[config.mk]
export PLATFORM = sky130hd
export DESIGN_NAME = rbfm_top
export DESIGN_NICKNAME = d
export VERILOG_FILES = /design/src/rbfm_top.v
export VERILOG_INCLUDE_DIRS = /design/src
export SDC_FILE = /design/constraint.sdc
export NUM_CORES = 1
export LEC_CHECK = 0
export ABC_CLOCK_PERIOD_IN_PS = 7450
export BUFFER_PORTS_ARGS = -buffer_cell sky130_fd_sc_hd__buf_4
export CORE_MARGIN = 2
export CORE_UTILIZATION = 49
export CTS_BUF_LIST = sky130_fd_sc_hd__clkbuf_4
export CTS_CLUSTER_SIZE = 16
export DETAILED_ROUTE_END_ITERATION = 12
export GPL_ROUTABILITY_DRIVEN = 1
export PLACE_DENSITY = 0.74
export SETUP_SLACK_MARGIN = 0.15
export SLEW_MARGIN = 30
export SYNTH_ARGS = -nofsm -noshare
export SYNTH_HDL_FRONTEND = slang
export SYNTH_HIERARCHICAL = 1
export SYNTH_SLANG_ARGS = --single-unit
[constraint.sdc]
create_clock -name pclk -period 7.45 [get_ports pclk]
set_clock_uncertainty 0.15 [all_clocks]
set_input_delay 0.3725 -clock pclk [delete_from_list [all_inputs] [get_ports pclk]]
set_output_delay 0.3725 -clock pclk [all_outputs]
set_load 0.01 [all_outputs]
[src/rbfm_defs.vh]
// Constants for the receive backplane block: register indices, fields, reset values and timing.
// Assumes inclusion by the single design file; holds definitions only.
`ifndef RBFM_DEFS_VH
`define RBFM_DEFS_VH
// Register indices; the APB byte address is four times the index.
`define RBFM_IDX_MODE 10'h001
`define RBFM_IDX_CTRL 10'h003
`define RBFM_IDX_FPCFG 10'h020
`define RBFM_IDX_ALMCFG 10'h02c
`define RBFM_IDX_SIGCFG 10'h040
`define RBFM_IDX_PLEN 10'h050
`define RBFM_IDX_TRUNK 10'h051
`define RBFM_IDX_STAT 10'h060
`define RBFM_IDX_CRC 10'h061
`define RBFM_IDX_SLOTOFF 10'h077
`define RBFM_IDX_PLTBL 10'h100
// Mode values of the receive interface mode register.
`define RBFM_MODE_FRAC 8'h00
`define RBFM_MODE_MUX 8'hc8
// Field positions.
`define RBFM_CTRL_EN 4
`define RBFM_CTRL_BUS 7
`define RBFM_FP_ESF 4
`define RBFM_ALM_ESF 4
`define RBFM_SIG_ESF 2
`define RBFM_PLEN_EN 0
`define RBFM_PLTBL_SUB 5
// Reset values and the idle byte.
`define RBFM_RST_REG 8'h00
`define RBFM_RST_TRUNK 8'hff
`define RBFM_IDLE_BYTE 8'hff
// Frame geometry.
`define RBFM_T1_BITS 8'd193
`define RBFM_T1_CHANS 5'd24
`define RBFM_MUX_BITS 11'd1024
// Receive clock made by this block: rate and half period in pclk cycles.
`define RBFM_PCLK_KHZ 125000
`define RBFM_RCLK_KHZ 1544
`define RBFM_RCLK_HALF ((`RBFM_PCLK_KHZ / `RBFM_RCLK_KHZ) / 2)
`endif

[src/rbfm_top.v]
// Receive backplane of one framer: APB registers, payload FIFO, fractional master and multiplexed outputs.
// Assumes pclk at 125 MHz, an upstream byte source in channel order 1..24, and an external
// multiplexed clock and frame pulse that are asynchronous to pclk.
//
// Function
// [RL1] Fractional mode: data and frame pulse change on rising edge of driven receive clock.
// [RL2] ESF framing keeps CRC-6 computed regardless of the mimic framing setting.
// [RL3] Payload substitution acts only while the payload control enable bit is one.
// [RL4] A channel whose table entry selects substitution outputs the trunk code instead.
// [RL5] Multiplexed mode value in the mode register runs the 8.192 Mbit/s backplane.
// [RL6] Control bit seven selects multiplexed bus one or bus two.
// [RL7] Mux outputs change on rising mux clock edge; frame pulse sampled on falling edge.
// [RL8] Seven-bit slot offset places this framer's bytes on the shared bus.
// [RL9] Alarm detector ESF setting selects the 24-frame multiframe for alarm framing.
// [RL10] Signaling buffer ESF setting takes signaling from ESF multiframe positions.
// [RL11] Framers with distinct offsets interleave bytes and never share a bus slot; here offsets that differ by a multiple of four share slots.
//
// Decided for this implementation: the APB slave port.
`timescale 1ns/1ps
`include "rbfm_defs.vh"

module rbfm_fifo #(
  parameter WIDTH = 8,
  parameter DEPTH = 8,
  parameter AW = 3
) (
  input wire pclk,
  input wire presetn,
  input wire in_valid,
  output wire in_ready,
  input wire [WIDTH-1:0] in_data,
  output wire out_valid,
  input wire out_ready,
  output wire [WIDTH-1:0] out_data,
  output wire [AW:0] level
);
  reg [WIDTH-1:0] mem [0:DEPTH-1];
  reg [AW:0] wp_q;
  reg [AW:0] rp_q;
  wire push = in_valid && in_ready;
  wire pop = out_valid && out_ready;
  assign level = wp_q - rp_q;
  assign in_ready = (level != DEPTH[AW:0]);
  assign out_valid = (level != {(AW+1){1'b0}});
  assign out_data = mem[rp_q[AW-1:0]];
  always @(posedge pclk)
  begin
    if (push)
      mem[wp_q[AW-1:0]] <= in_data;
  end
  always @(posedge pclk or negedge presetn)
  begin
    if (!presetn)
    begin
      wp_q <= {(AW+1){1'b0}};
      rp_q <= {(AW+1){1'b0}};
    end
    else
    begin
      if (push)
        wp_q <= wp_q + 1'b1;
      if (pop)
        rp_q <= rp_q + 1'b1;
    end
  end
endmodule // rbfm_fifo

module rbfm_top (
  input wire pclk,
  input wire presetn,
  input wire psel,
  input wire penable,
  input wire pwrite,
  input wire [11:0] paddr,
  input wire [31:0] pwdata,
  output wire pready,
  output wire pslverr,
  output reg [31:0] prdata,
  input wire rx_byte_valid,
  output wire rx_byte_ready,
  input wire [7:0] rx_byte,
  output reg receive_clock_out,
  output reg receive_serial_out,
  output reg receive_frame_pulse_out,
  input wire muxed_receive_clock,
  input wire muxed_receive_frame_pulse_in,
  output reg muxed_receive_data,
  output reg muxed_receive_signaling,
  output reg muxed_bus1_oe,
  output reg muxed_bus2_oe
);
  reg [7:0] mode_q, ctrl_q, fpcfg_q, almcfg_q, sigcfg_q, plen_q, trunk_q, slotoff_q;
  reg [7:0] pltbl [1:24];
  reg pslverr_q;
  reg [2:0] ck_sync_q, fp_sync_q;
  reg ck_q, fp_q;
  reg [6:0] div_q;
  reg [10:0] bit_q;
  reg [4:0] frm_q;
  reg [7:0] shift_q;
  reg [5:0] crc_q, crc_lat_q;
  reg in_slot_q;
  reg [4:0] ch_q;
  reg mode_frac_q, mode_mux_q;
  integer i;

  wire [9:0] idx = paddr[11:2];
  wire setup = psel && !penable;
  wire wr = psel && penable && pwrite;
  wire fifo_valid;
  wire [7:0] fifo_data;
  wire [3:0] fifo_level;
  reg pop;

  rbfm_fifo #(.WIDTH(8), .DEPTH(8), .AW(3)) u_fifo (
    .pclk(pclk),
    .presetn(presetn),
    .in_valid(rx_byte_valid),
    .in_ready(rx_byte_ready),
    .in_data(rx_byte),
    .out_valid(fifo_valid),
    .out_ready(pop),
    .out_data(fifo_data),
    .level(fifo_level)
  );

  // Registered read data and error are prepared in the setup cycle, so the access phase ends at once.
  assign pready = penable;
  assign pslverr = penable && pslverr_q;

  // Table entries sit at indices one to twenty-four above the table base; the base index itself is unmapped.
  wire tbl_hit = (idx > `RBFM_IDX_PLTBL) && (idx <= `RBFM_IDX_PLTBL + 10'd24);
  wire [4:0] tbl_ch = idx[4:0];

  always @(posedge pclk or negedge presetn)
  begin
    if (!presetn)
    begin
      prdata <= 32'h0000_0000;
      pslverr_q <= 1'b0;
    end
    else if (setup)
    begin
      pslverr_q <= 1'b0;
      case (idx)
        `RBFM_IDX_MODE: prdata <= {24'h000000, mode_q};
        `RBFM_IDX_CTRL: prdata <= {24'h000000, ctrl_q};
        `RBFM_IDX_FPCFG: prdata <= {24'h000000, fpcfg_q};
        `RBFM_IDX_ALMCFG: prdata <= {24'h000000, almcfg_q};
        `RBFM_IDX_SIGCFG: prdata <= {24'h000000, sigcfg_q};
        `RBFM_IDX_PLEN: prdata <= {24'h000000, plen_q};
        `RBFM_IDX_TRUNK: prdata <= {24'h000000, trunk_q};
        `RBFM_IDX_SLOTOFF: prdata <= {24'h000000, slotoff_q};
        `RBFM_IDX_STAT: prdata <= {16'h0000, 3'h0, frm_q, 2'h0, mode_mux_q, mode_frac_q, fifo_level};
        `RBFM_IDX_CRC: prdata <= {26'h0000000, crc_lat_q};
        default:
        begin
          if (tbl_hit)
            prdata <= {24'h000000, pltbl[tbl_ch]};
          else
          begin
            prdata <= 32'h0000_0000;
            pslverr_q <= 1'b1;
          end
        end
      endcase
    end
  end

  always @(posedge pclk or negedge presetn)
  begin
    if (!presetn)
    begin
      mode_q <= `RBFM_RST_REG;
      ctrl_q <= `RBFM_RST_REG;
      fpcfg_q <= `RBFM_RST_REG;
      almcfg_q <= `RBFM_RST_REG;
      sigcfg_q <= `RBFM_RST_REG;
      plen_q <= `RBFM_RST_REG;
      trunk_q <= `RBFM_RST_TRUNK;
      slotoff_q <= `RBFM_RST_REG;
      for (i = 1; i <= 24; i = i + 1)
        pltbl[i] <= `RBFM_RST_REG;
    end
    else if (wr)
    begin
      case (idx)
        `RBFM_IDX_MODE: mode_q <= pwdata[7:0];
        `RBFM_IDX_CTRL: ctrl_q <= pwdata[7:0];
        `RBFM_IDX_FPCFG: fpcfg_q <= pwdata[7:0];
        `RBFM_IDX_ALMCFG: almcfg_q <= pwdata[7:0];
        `RBFM_IDX_SIGCFG: sigcfg_q <= pwdata[7:0];
        `RBFM_IDX_PLEN: plen_q <= pwdata[7:0];
        `RBFM_IDX_TRUNK: trunk_q <= pwdata[7:0];
        `RBFM_IDX_SLOTOFF: slotoff_q <= {1'b0, pwdata[6:0]};
        default:
        begin
          if (tbl_hit)
            pltbl[tbl_ch] <= pwdata[7:0];
        end
      endcase
    end
  end

  // Three-stage synchronisers; a change is taken only when stages two and three agree.
  always @(posedge pclk or negedge presetn)
  begin
    if (!presetn)
    begin
      ck_sync_q <= 3'h0;
      fp_sync_q <= 3'h0;
      ck_q <= 1'b0;
      fp_q <= 1'b0;
    end
    else
    begin
      ck_sync_q <= {ck_sync_q[1:0], muxed_receive_clock};
      fp_sync_q <= {fp_sync_q[1:0], muxed_receive_frame_pulse_in};
      if (ck_sync_q[1] == ck_sync_q[2])
        ck_q <= ck_sync_q[2];
      if (fp_sync_q[1] == fp_sync_q[2])
        fp_q <= fp_sync_q[2];
    end
  end

  wire mux_rise = ck_sync_q[1] == ck_sync_q[2] && ck_sync_q[2] && !ck_q;
  wire mux_fall = ck_sync_q[1] == ck_sync_q[2] && !ck_sync_q[2] && ck_q;
  wire frac_rise = mode_frac_q && !receive_clock_out && (div_q == `RBFM_RCLK_HALF - 1);
  wire tick = mode_frac_q ? frac_rise : (mode_mux_q && mux_rise);
  wire mf_end = (frm_q == (almcfg_q[`RBFM_ALM_ESF] ? 5'd23 : 5'd11)); // [RL9]
  wire [10:0] frame_len = mode_mux_q ? `RBFM_MUX_BITS : {3'h0, `RBFM_T1_BITS};
  // A count left beyond a shorter frame by a mode change wraps at once instead of running on to 2047.
  wire [10:0] nbit = (bit_q >= frame_len - 11'd1) ? 11'd0 : bit_q + 11'd1;

  // Slot of this framer on the shared bus: every fourth slot from the offset, twenty-four slots in all.
  wire [6:0] rel_slot = nbit[9:3] - slotoff_q[6:0]; // [RL8]
  wire mux_mine = (rel_slot[1:0] == 2'b00) && (rel_slot[6:2] < `RBFM_T1_CHANS); // [RL11]
  wire [10:0] frac_rel = nbit - 11'd1;
  wire frac_mine = (nbit != 11'd0);
  wire nmine = mode_mux_q ? mux_mine : frac_mine;
  wire [4:0] nch = mode_mux_q ? rel_slot[6:2] : frac_rel[7:3];
  wire nstart = mode_mux_q ? (nbit[2:0] == 3'h0) : (frac_rel[2:0] == 3'h0);
  wire [7:0] entry = pltbl[nch + 5'd1];
  wire subst = plen_q[`RBFM_PLEN_EN] && entry[`RBFM_PLTBL_SUB]; // [RL3]
  wire [7:0] src = fifo_valid ? fifo_data : `RBFM_IDLE_BYTE;
  wire [7:0] nbyte = subst ? trunk_q : src; // [RL4]
  wire [7:0] nxt_sh = (nmine && nstart) ? nbyte : {shift_q[6:0], 1'b0};
  wire sig_frame = sigcfg_q[`RBFM_SIG_ESF] ? (frm_q == 5'd5 || frm_q == 5'd11 || frm_q == 5'd17 || frm_q == 5'd23)
                                           : (frm_q == 5'd5 || frm_q == 5'd11); // [RL10]

  // Substituted channels still pop their byte, so the stream stays aligned to channel order.
  always @*
  begin
    pop = tick && nmine && nstart && fifo_valid;
  end

  always @(posedge pclk or negedge presetn)
  begin
    if (!presetn)
    begin
      mode_frac_q <= 1'b0;
      mode_mux_q <= 1'b0;
      div_q <= 7'h00;
      receive_clock_out <= 1'b0;
    end
    else
    begin
      mode_frac_q <= (mode_q == `RBFM_MODE_FRAC) && ctrl_q[`RBFM_CTRL_EN];
      mode_mux_q <= (mode_q == `RBFM_MODE_MUX) && ctrl_q[`RBFM_CTRL_EN]; // [RL5]
      // The divider runs in every mode, so entering fractional mode needs no restart of it.
      if (div_q == `RBFM_RCLK_HALF - 1)
      begin
        div_q <= 7'h00;
        receive_clock_out <= mode_frac_q && !receive_clock_out;
      end
      else
        div_q <= div_q + 7'h01;
    end
  end

  // Bit engine: advances on the rising edge of whichever clock times the selected mode.
  always @(posedge pclk or negedge presetn)
  begin
    if (!presetn)
    begin
      bit_q <= 11'h000;
      frm_q <= 5'h00;
      shift_q <= 8'h00;
      ch_q <= 5'h00;
      in_slot_q <= 1'b0;
      crc_q <= 6'h00;
      crc_lat_q <= 6'h00;
      receive_serial_out <= 1'b0;
      receive_frame_pulse_out <= 1'b0;
      muxed_receive_data <= 1'b0;
      muxed_receive_signaling <= 1'b0;
      muxed_bus1_oe <= 1'b0;
      muxed_bus2_oe <= 1'b0;
    end
    else
    begin
      // Frame alignment is taken from the pulse seen on the falling mux clock edge.
      if (mode_mux_q && mux_fall && fp_q)
        bit_q <= `RBFM_MUX_BITS - 11'd1; // [RL7]
      else if (tick)
      begin
        bit_q <= nbit;
        shift_q <= nxt_sh;
        in_slot_q <= nmine;
        ch_q <= nch;
        if (nbit == 11'd0)
        begin
          frm_q <= mf_end ? 5'd0 : frm_q + 5'd1;
          if (mf_end)
          begin
            crc_lat_q <= crc_q;
            crc_q <= 6'h00;
          end
        end
        else if (fpcfg_q[`RBFM_FP_ESF] && nmine)
          crc_q <= {crc_q[4:0], 1'b0} ^ ((crc_q[5] ^ nxt_sh[7]) ? 6'h03 : 6'h00); // [RL2]
        if (mode_frac_q)
        begin
          receive_serial_out <= nmine ? nxt_sh[7] : 1'b0; // [RL1]
          receive_frame_pulse_out <= (nbit == 11'd0); // [RL1]
        end
        else
        begin
          muxed_receive_data <= nmine ? nxt_sh[7] : 1'b0; // [RL7]
          muxed_receive_signaling <= nmine && sig_frame && nxt_sh[0];
          muxed_bus1_oe <= nmine && !ctrl_q[`RBFM_CTRL_BUS]; // [RL6]
          muxed_bus2_oe <= nmine && ctrl_q[`RBFM_CTRL_BUS]; // [RL6]
        end
      end
      // Outside multiplexed mode the shared-bus outputs rest low, so no stale bit lingers on a released bus.
      if (!mode_mux_q)
      begin
        muxed_bus1_oe <= 1'b0;
        muxed_bus2_oe <= 1'b0;
        muxed_receive_data <= 1'b0;
        muxed_receive_signaling <= 1'b0;
      end
    end
  end
endmodule // rbfm_top

==> impl_metrics.toml <==
[yosys]
synth_fa_ha_area_frac = 0.0190
synth_xor_area_frac = 0.0148
synth-seq-cells = 400
synth_compound_area_frac = 0.0736
synthTopCellsByArea = "dfrtp_1 42%, mux2_2 15%, edfxtp_1 9.9%"
netlist_area_sq_mm = 0.0194
synth_top_cells_by_count = "328 x dfrtp_1, 266 x mux2_2, 137 x nand2_1"
muxShareOfSynthArea = 0.244
synth_top_cell_by_area = "dfrtp_1"
ys_seq_area_frac = 0.533
ys_warn_count = 6
avgSynthCellArea_sq_um = 13.2
synthSimpleGateAreaFrac = 0.0857
synth_edf_count = 64
synth.most_common_cell = "dfrtp_1"
yosysUniqueCellTypes = 85
synthArstFlopShare = 0.840
ys.flop_type = "dfrtp_1"
synth_top_family_by_area = "multiplexers"
synthesis.instances = 1464
synth_top_area_share = 0.423

[grt]
gr-total-overflow = 0
grt_pass1_wl_um = 73000
grt_pass1_vias = 13300
grt_usage = 0.227
grt_max_degree = 126
antenna_found_initial = 2

[worst_setup_path]
cp_common_cell = "ha_1"
critical_path_class = "reg -> reg"
crit_path_start_kind = "flop"
end_kind = "flop"
crit_required_ns = 7.98
worstPathMaxFanout = 17
max_stage_delay_ns = 0.55
cp_num_buf_inv = 2
path_cells = "inv_1 -> ha_1 -> a211o_1 -> a211oi_1 -> o21ai_1 -> and2_1 -> nor2_1 -> ha_1 -> a21oi_1 -> xor2_1 -> nand2_1 -> o21ai_2 -> inv_1 -> ha_1 -> mux4_2 -> mux4_2 -> a31oi_4 -> mux2i_1 -> o21ai_1 -> a22o_1"
path_delay_family = "compound AO/OA/AOI/OAI gates"
cp_data_arrival_time_ns = 6.79
cp_slowest_cell = "ha_1"

[placed_design]
io_buffers = 56
dp_slack_ns = 1.16
dpl.hpwl_um = 29500
routabilityCongestion = 0.856

[sta]
finalSetupViolCount = 0
drv_slew = 0
finalWorstSetupSlack_ns = 1.19
slew_headroom = 0.284
fmax_mhz = 160
rsz0062_at_grt = "false"
period_minus_slack_ns = 6.26
setup_tns_ns = 0
timing.final.hold_violations = 0
tightestPinTransition_ns = 1.07
timing.final.crit_share = 0.840

[cells_and_area]
multi_input_area_sq_mm = 0.00857
ff_latch_area_sq_mm = 0.0103
nets = 1678
syn2layout_area_growth_pct = 13.1
drive_gt1_frac = 0.375
nFillCells = 3189

[die]
die_area_sq_mm = 0.0412
fp-row-count = 72
ios = 102
core_area_sq_mm = 0.0388
die_h_um = 203
die_x_um = 203
start_util = 0.499

[routing]
antenna_left = 0
wirelength_um = 45600
drc = 0
vias = 12900
routedWlPerCell_um = 20.8
firstDrtPassIters = 5
drt_iter0_markers = 945
vias_per_cell = 5.89

[run_status]
status = "complete, no violations"

[cts]
clock_latency_ns = 0.81
clock_tree.htree_level_count = 3
cts.sinks = 400
clockBufferDepth = 3
cts_buffers = 103
cts_resized = 0
cts_tree = "done"
clkTransAtPathRegs_ns = 0.07
cts_root_buffer = "clkbuf_4"
postCtsSetupBuffers = 0

[power]
ir_drop_uv = 187
power_per_cell_area_mw_per_mm2 = 217
leakagePower_nw = 10.0
power_w = 0.00475

[worst_hold_path]
hp-class = "in -> reg"

[job]
maxCapViolations = 0
==> layer usage <==
layer | up-vias | share of wire | GRT usage
met4 | 0 | 0.025 | 0.0816
li1 | 5745 | - | -
met5 | - | 0 | 0
met3 | 90 | 0.061 | 0.0449
met2 | 434 | 0.48 | 0.359
met1 | 6650 | 0.44 | 0.315
==> worst min-delay path: cells and delay by family <==
| family | cells | cell delay, ns |
|---|---|---|
| buffers and inverters | 1 | 0.14 |
| and+or+nand+nor | 4 | 0.43 |
==> per-stage QoR <==
stage,instances,hold WS (ns),utilization,area [sq um]
after global routing,2192,0.0113,0.564,21900
after floorplan,1482,-0.0731,-,19400
final,2192,0.0442,0.564,21900
after CTS,2187,0.0190,0.563,21900
after global placement,1976,0.193,0.520,20200
after detailed placement,1976,0.191,0.520,20200
==> final timing paths <==
kind / cells past startpoint / end / slack (ns) / startpoint
hold reg to reg: 0 / fp_sync_q[1]$_DFF_PN0_ / 0.20 / fp_sync_q[0]$_DFF_PN0_
setup reg to reg: 20 / muxed_receive_data$_DFFE_PN0P_ / 1.19 / mode_mux_q$_DFF_PN0_
max in group asynchronous: 5 / pltbl[155]$_DFFE_PN0P_ / 5.21 / presetn
hold / removal: 5 / prdata[12]$_DFFE_PN0P_ / 0.04 / paddr[7]
min in group asynchronous: 3 / ck_sync_q[0]$_DFF_PN0_ / 0.47 / presetn
setup / recovery: 20 / muxed_receive_data$_DFFE_PN0P_ / 1.19 / mode_mux_q$_DFF_PN0_
==> kinds of logic after synthesis <==
group | count (synthesis)
simple gates | 341
buf+inv | 124
other cells | 1
fa+ha+maj | 29
xor+xnor | 31
mux | 352
flops | 400
compound gates | 186
==> layout by cell type (no fill, tap or decap), types with 27 or more instances in the layout <==
| cell | synthesis | layout |
|---|---|---|
| o21ai_0 | 40 | 40 |
| nand2_1 | 137 | 137 |
| buf_4 | 21 | 68 |
| nor2_1 | 55 | 50 |
| edfxtp_1 | 64 | 64 |
| dfrtp_1 | 328 | 328 |
| mux4_2 | 70 | 70 |
| inv_1 | 28 | 28 |
| clkbuf_4 | 0 | 166 |
| ha_1 | 27 | 27 |
| mux2_2 | 266 | 266 |
==> what timing repair did <==
action                                  in CTS  in global routing
hold buffers                                25                  1
hold endpoints to repair                   456                 50
endpoints found under the setup margin       0                  0
==> state kept, by name, summed over array words and instances (netlist names), 4 cells and up <==
| name | flops |
|---|---|
| sigcfg_q | 8 |
| u_fifo/mem | 64 |
| crc_lat_q | 6 |
| mode_q | 8 |
| almcfg_q | 8 |
| prdata | 13 |
| u_fifo/rp_q | 4 |
| crc_q | 6 |
| pltbl | 192 |
| trunk_q | 8 |
| shift_q | 7 |
| fpcfg_q | 8 |
| bit_q | 11 |
| ctrl_q | 8 |
| plen_q | 8 |
| div_q | 7 |
| frm_q | 5 |
| u_fifo/wp_q | 4 |
| slotoff_q | 7 |
==> layout make-up <==
class | count | area share
Clock inverter | 20 | 0.00719
Tap cell | 518 | 0.0296
Sequential cell | 400 | 0.472
Antenna cell | 3 | 0.000343
Multi-Input combinational cell | 958 | 0.391
Inverter | 29 | 0.00497
Timing Repair Buffer | 98 | 0.0381
Clock buffer | 166 | 0.0569
==> report_power, final <==
group	internal (W)	leakage, nW	switching [W]
logic	0.000144	4.03	0.000259
clock network	0.00111	0.842	0.000895
registers	0.00230	5.17	0.0000424
total	0.00355	10.0	0.00120
Power figures use the tool's default switching activity.
